### src/pkg/hlb_pkg.sv
// Constants and types shared by the loop and brake configuration block
package hlb_pkg;
   // ---------------------------------------------------------------
   // Register port
   // ---------------------------------------------------------------
   localparam int unsigned ADDR_W = 8;
   localparam int unsigned DATA_W = 8;
   localparam logic [7:0] OFS_LOOP_BRAKE = 8'h08;
   localparam logic [7:0] OFS_SUPPLY = 8'h09;
   localparam logic [7:0] RST_LOOP_BRAKE = 8'h88;
   localparam logic [7:0] RST_SUPPLY = 8'h00;
   localparam logic [7:0] RDATA_UNMAPPED = 8'h00;

   // ---------------------------------------------------------------
   // Field positions of the loop and brake register
   // ---------------------------------------------------------------
   localparam int unsigned BIT_LRA_SELECT = 7;
   localparam int unsigned BIT_OPEN_LOOP = 6;
   localparam int unsigned BIT_HYBRID = 5;
   localparam int unsigned BIT_OPEN_LOOP_AUTO_STOP = 4;
   localparam int unsigned BIT_STOP_BEFORE_IDLE = 3;
   localparam int unsigned BIT_SLOPE_GATE = 2;

   // ---------------------------------------------------------------
   // Field positions of the supply register
   // ---------------------------------------------------------------
   localparam int unsigned POS_SUPPLY_SAVER = 6;
   localparam int unsigned W_SUPPLY_SAVER = 2;
   localparam int unsigned POS_LOW_SUPPLY = 0;
   localparam int unsigned W_LOW_SUPPLY = 3;

   // ---------------------------------------------------------------
   // Fixed thresholds
   // ---------------------------------------------------------------
   localparam logic [7:0] MOTION_THRESH = 8'h10;
   localparam logic [8:0] SLOPE_THRESH = 9'h020;

   // ---------------------------------------------------------------
   // Drive sequencing states
   // ---------------------------------------------------------------
   typedef enum logic [1:0] {
      HLB_RUN,
      HLB_BRAKE,
      HLB_STANDBY
   } hlb_state_t;
endpackage

### src/pkg/hlb_gate_if.sv
// Link between the core and the motion and slope gate
interface hlb_gate_if;
   logic signed [7:0] sample;
   logic sample_valid;
   logic [7:0] bemf;
   logic moving;
   logic slope_big;

   modport gate (input sample, input sample_valid, input bemf, output moving, output slope_big);
   modport core (output sample, output sample_valid, output bemf, input moving, input slope_big);
endinterface

### src/hlb_gate.sv
// Motion and input slope detection against fixed thresholds
module hlb_gate #(
   parameter logic [7:0] MOTION_LVL = hlb_pkg::MOTION_THRESH,
   parameter logic [8:0] SLOPE_LVL = hlb_pkg::SLOPE_THRESH
) (
   input wire logic clk_i,
   input wire logic rst_n_i,
   hlb_gate_if.gate gif
);
   import hlb_pkg::*;

   logic signed [7:0] prev_r;
   logic signed [7:0] prev_nxt;
   logic signed [8:0] diff;
   logic [8:0] mag;

   // ---------------------------------------------------------------
   // Slope and motion decisions
   // ---------------------------------------------------------------
   always_comb begin
      prev_nxt = gif.sample_valid ? gif.sample : prev_r;
      diff = $signed({gif.sample[7], gif.sample}) - $signed({prev_r[7], prev_r});
      mag = diff[8] ? 9'(-diff) : 9'(diff);
   end

   assign gif.slope_big = gif.sample_valid && (mag >= SLOPE_LVL);
   assign gif.moving = gif.bemf >= MOTION_LVL;

   always_ff @(posedge clk_i or negedge rst_n_i) begin
      if (!rst_n_i) begin
         prev_r <= 8'sh00;
      end else begin
         prev_r <= prev_nxt;
      end
   end
endmodule

### src/hlb_top.sv
// Loop selection, open loop braking and brake before standby
// Behaviour
// - Loop select bit: zero closed, one open
// - Bit five picks full closed or hybrid
// - Auto stop, sample not positive: close, brake
// - Auto stop, positive sample: keep open drive
// - Auto stop off at reset, no braking
// - Stop before idle while playing: brake, standby
// - Stop before idle clear: standby at once
// - Brake only if actuator moving, else standby
// - Slope gate: open unless step large enough
// - Slope gate ignored without hybrid loop
module hlb_top (
   input wire logic clk_sys_i,
   input wire logic reset_n_i,
   input wire logic [hlb_pkg::ADDR_W-1:0] reg_addr_i,
   input wire logic [hlb_pkg::DATA_W-1:0] reg_wdata_i,
   input wire logic reg_wr_i,
   input wire logic reg_rd_i,
   output logic [hlb_pkg::DATA_W-1:0] reg_rdata_o,
   input wire logic signed [7:0] sample_i,
   input wire logic sample_valid_i,
   input wire logic [7:0] bemf_i,
   input wire logic playing_i,
   input wire logic idle_timer_req_i,
   input wire logic pin_level_mode_i,
   input wire logic trigger_or_irq_pin_i,
   input wire logic wake_i,
   output logic loop_open_o,
   output logic hybrid_active_o,
   output logic brake_o,
   output logic signed [7:0] drive_sample_o,
   output logic standby_o,
   output logic lra_select_o,
   output logic [1:0] supply_saver_enable_o,
   output logic [2:0] low_supply_threshold_o
);
   import hlb_pkg::*;

   // ---------------------------------------------------------------
   // Reset release and pin synchroniser
   // ---------------------------------------------------------------
   logic [1:0] rst_sync_r;
   logic rst_n;
   logic pin_meta_r;
   logic pin_sync_r;
   logic pin_prev_r;
   logic pin_release;
   logic standby_req;

   always_ff @(posedge clk_sys_i or negedge reset_n_i) begin
      if (!reset_n_i) begin
         rst_sync_r <= 2'h0;
      end else begin
         rst_sync_r <= {rst_sync_r[0], 1'b1};
      end
   end
   assign rst_n = rst_sync_r[1];

   always_ff @(posedge clk_sys_i or negedge rst_n) begin
      if (!rst_n) begin
         pin_meta_r <= 1'b0;
         pin_sync_r <= 1'b0;
         pin_prev_r <= 1'b0;
      end else begin
         pin_meta_r <= trigger_or_irq_pin_i;
         pin_sync_r <= pin_meta_r;
         pin_prev_r <= pin_sync_r;
      end
   end

   // Enable released on the level trigger pin asks for standby
   assign pin_release = pin_level_mode_i && pin_prev_r && !pin_sync_r;
   assign standby_req = idle_timer_req_i || pin_release;

   // ---------------------------------------------------------------
   // Register file
   // ---------------------------------------------------------------
   logic [7:0] loop_cfg_r;
   logic [7:0] loop_cfg_nxt;
   logic [7:0] supply_cfg_r;
   logic [7:0] supply_cfg_nxt;
   logic [7:0] rdata_r;
   logic [7:0] rdata_nxt;

   function automatic logic hit(input logic [7:0] addr, input logic [7:0] ofs);
      hit = (addr == ofs);
   endfunction

   always_comb begin
      loop_cfg_nxt = loop_cfg_r;
      supply_cfg_nxt = supply_cfg_r;
      rdata_nxt = rdata_r;
      if (reg_wr_i && hit(reg_addr_i, OFS_LOOP_BRAKE)) begin
         loop_cfg_nxt = reg_wdata_i;
      end
      if (reg_wr_i && hit(reg_addr_i, OFS_SUPPLY)) begin
         supply_cfg_nxt = reg_wdata_i;
      end
      if (reg_rd_i) begin
         if (hit(reg_addr_i, OFS_LOOP_BRAKE)) begin
            rdata_nxt = loop_cfg_r;
         end else if (hit(reg_addr_i, OFS_SUPPLY)) begin
            rdata_nxt = supply_cfg_r;
         end else begin
            rdata_nxt = RDATA_UNMAPPED;
         end
      end
   end

   always_ff @(posedge clk_sys_i or negedge rst_n) begin
      if (!rst_n) begin
         loop_cfg_r <= RST_LOOP_BRAKE;
         supply_cfg_r <= RST_SUPPLY;
         rdata_r <= RDATA_UNMAPPED;
      end else begin
         loop_cfg_r <= loop_cfg_nxt;
         supply_cfg_r <= supply_cfg_nxt;
         rdata_r <= rdata_nxt;
      end
   end

   logic cfg_open;
   logic cfg_hybrid;
   logic cfg_auto_stop;
   logic cfg_stop_idle;
   logic cfg_slope;

   assign cfg_open = loop_cfg_r[BIT_OPEN_LOOP];
   assign cfg_hybrid = loop_cfg_r[BIT_HYBRID];
   assign cfg_auto_stop = loop_cfg_r[BIT_OPEN_LOOP_AUTO_STOP];
   assign cfg_stop_idle = loop_cfg_r[BIT_STOP_BEFORE_IDLE];
   assign cfg_slope = loop_cfg_r[BIT_SLOPE_GATE];

   // ---------------------------------------------------------------
   // Motion and slope gate
   // ---------------------------------------------------------------
   hlb_gate_if gif ();

   assign gif.sample = sample_i;
   assign gif.sample_valid = sample_valid_i;
   assign gif.bemf = bemf_i;

   hlb_gate #(
      .MOTION_LVL(MOTION_THRESH),
      .SLOPE_LVL(SLOPE_THRESH)
   ) u_gate (
      .clk_i(clk_sys_i),
      .rst_n_i(rst_n),
      .gif(gif.gate)
   );

   // ---------------------------------------------------------------
   // Standby sequencing and drive decision
   // ---------------------------------------------------------------
   hlb_state_t state_r;
   hlb_state_t state_nxt;
   logic loop_open_r;
   logic loop_open_nxt;
   logic hybrid_r;
   logic hybrid_nxt;
   logic brake_r;
   logic brake_nxt;
   logic signed [7:0] drive_r;
   logic signed [7:0] drive_nxt;
   logic sample_not_pos;

   assign sample_not_pos = (sample_i <= 8'sh00);

   always_comb begin
      state_nxt = state_r;
      loop_open_nxt = 1'b0;
      hybrid_nxt = 1'b0;
      brake_nxt = 1'b0;
      drive_nxt = 8'sh00;
      case (state_r)
         HLB_RUN: begin
            if (standby_req) begin
               if (cfg_stop_idle && playing_i && gif.moving) begin
                  state_nxt = HLB_BRAKE;
               end else begin
                  state_nxt = HLB_STANDBY;
               end
            end
            if (cfg_open) begin
               if (cfg_auto_stop && sample_not_pos) begin
                  brake_nxt = 1'b1;
               end else begin
                  loop_open_nxt = 1'b1;
                  drive_nxt = sample_i;
               end
            end else if (cfg_hybrid) begin
               if (cfg_slope && !gif.slope_big) begin
                  loop_open_nxt = 1'b1;
               end else begin
                  hybrid_nxt = 1'b1;
               end
               drive_nxt = sample_i;
            end else begin
               drive_nxt = sample_i;
            end
         end
         HLB_BRAKE: begin
            brake_nxt = 1'b1;
            if (!gif.moving) begin
               state_nxt = HLB_STANDBY;
            end
         end
         HLB_STANDBY: begin
            if (wake_i) begin
               state_nxt = HLB_RUN;
            end
         end
         default: begin
            state_nxt = HLB_STANDBY;
         end
      endcase
   end

   always_ff @(posedge clk_sys_i or negedge rst_n) begin
      if (!rst_n) begin
         state_r <= HLB_RUN;
         loop_open_r <= 1'b0;
         hybrid_r <= 1'b0;
         brake_r <= 1'b0;
         drive_r <= 8'sh00;
      end else begin
         state_r <= state_nxt;
         loop_open_r <= loop_open_nxt;
         hybrid_r <= hybrid_nxt;
         brake_r <= brake_nxt;
         drive_r <= drive_nxt;
      end
   end

   // ---------------------------------------------------------------
   // Outputs
   // ---------------------------------------------------------------
   logic standby_r;

   always_ff @(posedge clk_sys_i or negedge rst_n) begin
      if (!rst_n) begin
         standby_r <= 1'b0;
      end else begin
         standby_r <= (state_nxt == HLB_STANDBY);
      end
   end

   assign reg_rdata_o = rdata_r;
   assign loop_open_o = loop_open_r;
   assign hybrid_active_o = hybrid_r;
   assign brake_o = brake_r;
   assign drive_sample_o = drive_r;
   assign standby_o = standby_r;
   assign lra_select_o = loop_cfg_r[BIT_LRA_SELECT];
   assign supply_saver_enable_o = supply_cfg_r[POS_SUPPLY_SAVER +: W_SUPPLY_SAVER];
   assign low_supply_threshold_o = supply_cfg_r[POS_LOW_SUPPLY +: W_LOW_SUPPLY];

   // ---------------------------------------------------------------
   // Checks
   // ---------------------------------------------------------------
   AST_CLOSED_FULL: assert property (@(posedge clk_sys_i) disable iff (!rst_n)
      (state_r == HLB_RUN && !cfg_open && !cfg_hybrid) |=> (!loop_open_o && !hybrid_active_o))
      else $error("Closed loop select did not give closed loop");

   AST_HYBRID_ON: assert property (@(posedge clk_sys_i) disable iff (!rst_n)
      (state_r == HLB_RUN && !cfg_open && cfg_hybrid && !cfg_slope) |=> hybrid_active_o)
      else $error("Hybrid loop not active");

   AST_OL_BRAKE: assert property (@(posedge clk_sys_i) disable iff (!rst_n)
      (state_r == HLB_RUN && cfg_open && cfg_auto_stop && sample_i <= 8'sh00)
      |=> (brake_o && !loop_open_o))
      else $error("Open loop auto stop did not brake");

   AST_OL_PLAY: assert property (@(posedge clk_sys_i) disable iff (!rst_n)
      (state_r == HLB_RUN && cfg_open && cfg_auto_stop && sample_i > 8'sh00)
      |=> (loop_open_o && !brake_o && drive_sample_o == $past(sample_i)))
      else $error("Positive sample not played open loop");

   AST_OL_NO_BRAKE: assert property (@(posedge clk_sys_i) disable iff (!rst_n)
      (state_r == HLB_RUN && cfg_open && !cfg_auto_stop) |=> (!brake_o && loop_open_o))
      else $error("Braking without open loop auto stop");

   AST_IDLE_DIRECT: assert property (@(posedge clk_sys_i) disable iff (!rst_n)
      (state_r == HLB_RUN && standby_req && !cfg_stop_idle)
      |=> (state_r == HLB_STANDBY && standby_o) ##1 !brake_o)
      else $error("Standby not entered at once");

   AST_IDLE_BRAKE: assert property (@(posedge clk_sys_i) disable iff (!rst_n)
      (state_r == HLB_RUN && standby_req && cfg_stop_idle && playing_i && gif.moving)
      |=> (state_r == HLB_BRAKE && !standby_o) ##1 brake_o)
      else $error("No brake before standby");

   AST_IDLE_STILL: assert property (@(posedge clk_sys_i) disable iff (!rst_n)
      (state_r == HLB_RUN && standby_req && cfg_stop_idle && !gif.moving)
      |=> state_r == HLB_STANDBY)
      else $error("Still actuator was braked");

   AST_BRAKE_END: assert property (@(posedge clk_sys_i) disable iff (!rst_n)
      (state_r == HLB_BRAKE && !gif.moving) |=> (state_r == HLB_STANDBY && standby_o))
      else $error("Brake did not end in standby");

   AST_SLOPE_OPEN: assert property (@(posedge clk_sys_i) disable iff (!rst_n)
      (state_r == HLB_RUN && !cfg_open && cfg_hybrid && cfg_slope && !gif.slope_big)
      |=> (loop_open_o && !hybrid_active_o))
      else $error("Small step left open loop");

   AST_SLOPE_IGNORED: assert property (@(posedge clk_sys_i) disable iff (!rst_n)
      (state_r == HLB_RUN && !cfg_open && !cfg_hybrid && cfg_slope) |=> !loop_open_o)
      else $error("Slope gate acted without hybrid loop");
endmodule

### config.mk
export PLATFORM = sky130hd
export DESIGN_NAME = hlb_top
export DESIGN_NICKNAME = d
export VERILOG_FILES = /design/src/pkg/hlb_pkg.sv /design/src/pkg/hlb_gate_if.sv /design/src/hlb_gate.sv /design/src/hlb_top.sv
export SDC_FILE = /design/constraint.sdc
export NUM_CORES = 1
export LEC_CHECK = 0
export BUFFER_PORTS_ARGS = -buffer_cell sky130_fd_sc_hd__buf_2
export CAP_MARGIN = 5
export CORE_ASPECT_RATIO = 0.8
export CORE_UTILIZATION = 50
export DETAILED_ROUTE_END_ITERATION = 7
export PLACE_DENSITY = 0.76
export SYNTH_ARGS = -nofsm -noshare
export SYNTH_HDL_FRONTEND = slang
export SYNTH_HIERARCHICAL = 1
export SYNTH_SLANG_ARGS = --single-unit
export TNS_END_PERCENT = 1
### constraint.sdc
create_clock -name clk_sys_i -period 2.5 [get_ports clk_sys_i]
set_input_delay 0.25 -clock clk_sys_i [delete_from_list [all_inputs] [get_ports clk_sys_i]]
set_output_delay 0.25 -clock clk_sys_i [all_outputs]
set_load 0.02 [all_outputs]
# Word level (Yosys, flattened, before mapping)
# Cells that the tools add are included.
[op_classes] reduce_logical=13 n_addsub=2 n_lt_le_gt_ge=3 eq_ne=5 n_mux=23
[ops] op="8-bit two-way mux" count=5
[ops] op="8-bit by 4-bit == test with 1-bit output (second input constant)" count=2
[ops] op="1-bit two-way mux" count=11
[ops] op="9-bit by 6-bit >= comparator with 1-bit output (second input constant)" count=1
[ops] op="1-bit logical AND" count=9
[ops] op="9-bit two-way mux" count=1
[ops] op="9-bit negator" count=1
[ops] op="8-bit by 8-bit subtractor with 9-bit output" count=1
[ops] op="8-bit by 5-bit >= comparator with 1-bit output (second input constant)" count=1
[ops] op="8-bit by 1-bit less-or-equal comparator with 1-bit output (second input constant)" count=1
[ops] op="2-bit two-way mux" count=4
[ops] op="2-bit case mux with 3 select lines" count=1
[ops] op="2-bit == test (second input constant)" count=2
[ops] op="2-bit by 1-bit == test with 1-bit output (second input constant)" count=1
[ops] op="1-bit logical NOT" count=2
[ops] op="2-bit logical NOT" count=1
[ops] op="1-bit case mux with 2 select lines" count=1
[ops] op="1-bit logical OR" count=1
[word_totals] inputBits=42 register_bits=51 output_inout_bits=26 word_cells=60

# Logic depth before layout (Yosys ltp)
[depth] depth_word=11 mapped_depth=13 depth_no_buf=13

# By module
# The synthesis kept the hierarchy.
[by_module_without_submodules] module="hlb_top" area_each_um2=1798.0 n_inst=1 cells_each=148
[by_module_without_submodules] module="hlb_gate" area_each_um2=743.2 n_inst=1 cells_each=86

# Least setup slack after synthesis
# Ideal clock, no wire load.
[synth_timing] path_kind="flip-flop to flip-flop" from="register u_gate.prev_r[0]" to="register loop_open_r (netlist: loop_open_o)" period_less_slack_ns=2.829 stages_incl_launch_ff=13 setup_ns=0.137 arrival_time_ns=2.692 setup_slack_ns=-0.329 cell_sequence="dfrtp_1 -> ha_1 -> inv_1 -> fa_1 -> a211o_1 -> a211o_1 -> a221o_1 -> nor4b_4 -> a31o_1 -> o31ai_1 -> and3b_1 -> o21ai_0 -> a21oi_1"
[synth_via] elab_chain_cells=11
[synth_rtl] element="start, declared" line_no="hlb_gate.sv:12" text="logic signed [7:0] prev_r;"
[synth_rtl] element="start signal, assigned" line_no="hlb_gate.sv:33" text="prev_r <= prev_nxt;"
[synth_rtl] element="8-bit by 8-bit subtractor with 9-bit output (*)" line_no="hlb_gate.sv:22" text="diff = $signed({gif.sample[7], gif.sample}) - $signed({prev_r[7], prev_r});"
[synth_rtl] element="9-bit negator" line_no="hlb_gate.sv:23" text="mag = diff[8] ? 9'(-diff) : 9'(diff);"
[synth_rtl] element="9-bit two-way mux (*)" line_no="hlb_gate.sv:23"
[synth_rtl] element="9-bit by 6-bit >= comparator with 1-bit output (*)" line_no="hlb_gate.sv:26" text="assign gif.slope_big = gif.sample_valid && (mag >= SLOPE_LVL);"
[synth_rtl] element="1-bit logical AND (*)" line_no="hlb_gate.sv:26"
[synth_rtl] element="net gif.slope_big" line_no="hlb_gate_if.sv:7" text="logic slope_big;"
[synth_rtl] element="1-bit logical NOT (*)" line_no="hlb_top.sv:193" text="if (cfg_slope && !gif.slope_big) begin"
[synth_rtl] element="1-bit logical AND (*)" line_no="hlb_top.sv:193"
[synth_rtl] element="1-bit two-way mux (*)" line_no="hlb_top.sv:193"
[synth_rtl] element="1-bit two-way mux (*)" line_no="hlb_top.sv:192" text="end else if (cfg_hybrid) begin"
[synth_rtl] element="1-bit two-way mux (*)" line_no="hlb_top.sv:185" text="if (cfg_open) begin"
[synth_rtl] element="1-bit two-way mux (*)" line_no="hlb_top.sv:176" text="case (state_r)"
[synth_rtl] element="net loop_open_nxt" line_no="hlb_top.sv:159" text="logic loop_open_nxt;"
[synth_rtl] element="end signal, assigned" line_no="hlb_top.sv:229" text="loop_open_r <= loop_open_nxt;"
[synth_rtl] element="end, declared" line_no="hlb_top.sv:158" text="logic loop_open_r;"
# Mark *: on every way through the listed nets, which the timed path passes. The rest lies on a longest branch.
# A chain may end at the register's enable or synchronous reset.

# Final worst setup path
# Ends and elaborated chain as after synthesis.

==> impl_metrics.csv <==
group,metric,value,unit
synth,syn_avg_cell_area,10.86,µm²
global_route,grt_max_degree,31,
cells_and_area,final_cells,369,
outcome,status,"complete, but fails checks",
cts,htreeDepth,2,
synth,ys_top_cells_by_area,"dfrtp_1 (48%), mux2_2 (12%), ha_1 (4.4%)",
cts,clockBufferDepth,2,
timing,layout_min_cycle_time,2834,ps
synth,netlist_area,2541,µm²
timing,drv_slew,0,
global_route,grt_pass1_wl,8.694,mm
die,dieHeight,65.77,µm
worst_setup_path,path_class,"flip-flop to flip-flop",
synth,synth_top_cell_by_area,"dfrtp_1",
worst_setup_path,cp_max_fo,3,
synth,ys_seq_area_share,50.32,%
hold_path,hold_start,"trigger_or_irq_pin_i",
timing,fin_hold_ws,52.04,ps
global_route,overflow,0,
die,die_w,81.71,µm
timing,finalSetupViolations,2,
worst_setup_path,startpoint_type,"flip-flop",
cells_and_area,mostFrequentLayoutCell,"buf_2",
die,row_count,22,
synth,yosysWarningCount,6,
detailed_routing,drtAntennaViolNets,0,
run,cap_violations,0,
hold_path,min_delay_worst_endpoint,"pin_meta_r$_DFF_PN0_",
detailed_routing,first_iter_violations,68,
cells_and_area,layout_common_cells,"buf_2 (63), dfrtp_1 (48), nand2_1 (28)",
timing,slew_headroom,48.56,%
cts,root_buffer,"clkbuf_8",
cts,clk_pin_slew,90,ps
placed_design,dp_hpwl,3.969,mm
synth,ys_ff_latch,51,
die,start_util,53.67,%
detailed_routing,viasPerCell,5.363,
cells_and_area,diodes,0,
synth,netlist.area_leader.share,48.25,%
timing,fin_skew,5.639,ps
power,p_switching,0.5189,mW
cells_and_area,final_nets,360,
worst_setup_path,endpoint_kind,"flip-flop",
hold_path,hold_depth,1,
power,powerDensity,578.5,nW/µm²
worst_setup_path,cp.required,2670,ps
detailed_routing,wl,5.146,mm
synth,yosys_most_used_dff,"dfrtp_1",
worst_setup_path,r2r_start,"u_gate/prev_r[0]$_DFFE_PN0P_",
timing,worst_slack,-333.6,ps
synth,synthCells,234,
power,vdd_drop_max,0.3755,mV
power,pwr-share-seq,50.8,%
detailed_routing,drcViolationCount,0,
hold_path,hp-class,"input pin to flip-flop",
worst_setup_path,rr_worst_depth,12,
detailed_routing,dr.pass1.iters,4,
detailed_routing,post_drt_wl_per_cell,13.95,µm
power,total_leakage_power,1.583,nW
worst_setup_path,rrSetupSlack,-330,ps
synth,syn_nets,286,
cts,cts.sinks,51,
global_route,grt_antenna_before_repair,0,
global_route,grt_pass1_vias,1883,
detailed_routing,vias,1979,
timing,fin_crit_sh,113.3,%
cells_and_area,nFillCells,391,
cells_and_area,finalCoreUtilization,65.17,%
timing,worst_pin_slew,768.7,ps
synth,synth_cell_types,44,
power,intPower,1.266,mW
worst_setup_path,crit_arrival,3000,ps
outcome,failed_checks,"negative setup slack",
die,core-area,4735,µm²
cts,cts_tree,"yes",
placed_design,globalplace.congestion,0.8325,
placed_design,placed_cells,359,
cts,clock_latency,300,ps
power,p_sw_share,29.07,%
worst_setup_path,r2r_end,"loop_open_o$_DFF_PN0_",
timing,hold_viol,0,
cts,numCtsBuffers,5,
cells_and_area,drive_gt1_share,39.81,%
timing,fmax,0.3529,GHz
synth,synth_edf_count,0,
power,clkPwrFrac,25.5,%
power,pwr-share-comb,23.7,%
die,dieArea,5373,µm²
synth,synthArstFlopShare,100.0,%
timing,rsz0062_at_grt,"yes",
global_route,grt_use_total,21.66,%
cells_and_area,area_growth,21.42,%
die,io_pins,68,
placed_design,port_buffers,63,
what timing repair did:
item,CTS,global route
pin swaps,2,2
cloned,0,0
endpoints found under the hold margin,2,0
endpoints found under the setup margin,2,2
setup buffers,1,0
hold buffers,1,0
gates resized for setup,3,2
state kept, by name, summed over array words and instances, names as in the netlist:
name,flops
pin_sync_r,1
u_gate/prev_r,8
hybrid_active_o,1
brake_o,1
pin_meta_r,1
loop_open_o,1
drive_sample_o,8
state_r,2
rst_sync_r,2
reg_rdata_o,8
pin_prev_r,1
standby_o,1
supply_cfg_r,8
loop_cfg_r,8
worst max path at each step:
stage / startpoint / endpoint / slack [ps] / cells after the start
2_1_floorplan: u_gate/prev_r[0]$_DFFE_PN0P_ / loop_open_o$_DFF_PN0_ / -280 / 12
3_3_place_gp: sample_i[0] / loop_open_o$_DFF_PN0_ / -440 / 14
3_5_place_dp: sample_i[0] / loop_open_o$_DFF_PN0_ / -520 / 14
4_1_cts: u_gate/prev_r[0]$_DFFE_PN0P_ / loop_open_o$_DFF_PN0_ / -350 / 12
5_1_grt: u_gate/prev_r[0]$_DFFE_PN0P_ / loop_open_o$_DFF_PN0_ / -500 / 12
6_report: u_gate/prev_r[0]$_DFFE_PN0P_ / loop_open_o$_DFF_PN0_ / -330 / 12
Yosys cell counts, types with 3 or more instances:
| cell | number |
|---|---|
| a21oi_1 | 12 |
| and3b_1 | 3 |
| buf_4 | 6 |
| clkbuf_1 | 5 |
| dfrtp_1 | 49 |
| ha_1 | 9 |
| inv_1 | 21 |
| mux2_2 | 26 |
| nand2_1 | 28 |
| nand3_1 | 4 |
| nor2_1 | 3 |
| nor3_1 | 6 |
| o211ai_1 | 3 |
| o21ai_0 | 13 |
| o22ai_1 | 8 |
| xnor2_1 | 3 |
worst max-delay path: stages, from the launching register on:
cell and delay (ps):
dfrtp_1 350, ha_2 180, inv_2 40, fa_2 340, a211o_1 280, a211o_1 280
a221o_1 350, nor4b_4 140, a31o_1 200, o31ai_2 180, and3b_1 200, o21ai_1 120
a21oi_1 50
power groups by stage:
stage	clock network (mW)	registers (mW)	logic [mW]
floorplan	0	0.955	0.232
global placement	0	0.922	0.396
detailed placement	0	0.924	0.409
CTS	0.471	0.908	0.420
global route	0.503	0.916	0.470
finish	0.455	0.907	0.423
cell type report:
| class | instances | area, µm² | share of cell area, % |
|---|---|---|---|
| Sequential cell | 51 | 1280 | 41.48 |
| Multi-Input combinational cell | 149 | 1121 | 36.33 |
| Timing Repair Buffer | 80 | 445.4 | 14.44 |
| Inverter | 21 | 78.83 | 2.555 |
| Tap cell | 60 | 75.07 | 2.433 |
| Clock buffer | 6 | 72.57 | 2.352 |
| Clock inverter | 2 | 12.51 | 0.4055 |
metal layers:
layer	global-route usage [%]	vias to the layer above	part of all wire (%)
met5	0	-	0
met4	4.825	0	0.86
met1	31.88	933	48
met2	32.29	71	44
met3	5.278	6	7.2
li1	-	969	-
cell families after synthesis:
family / synth area share (%)
multiplexers: 11.52
flip-flops: 50.32
AO/OA/AOI/OAI: 11.92
other: 0.1476
AND/OR/NAND/NOR: 13.54
XOR/XNOR: 1.379
buffers and inverters: 5.957
adder cells (fa/ha/maj): 5.219
through the flow:
step / cell area [µm²] / total power [mW] / worst slack [ps] / TNS [ps]
floorplan: 2544 / 1.186 / -281.3 / -417.2
global placement: 2975 / 1.317 / -436.8 / -763.8
detailed placement: 2975 / 1.333 / -522.6 / -923.3
CTS: 3083 / 1.799 / -354.6 / -626.0
global route: 3085 / 1.888 / -502.5 / -907.2
finish: 3085 / 1.785 / -333.6 / -566.9
No activity file was read; power rests on OpenSTA's default activity.
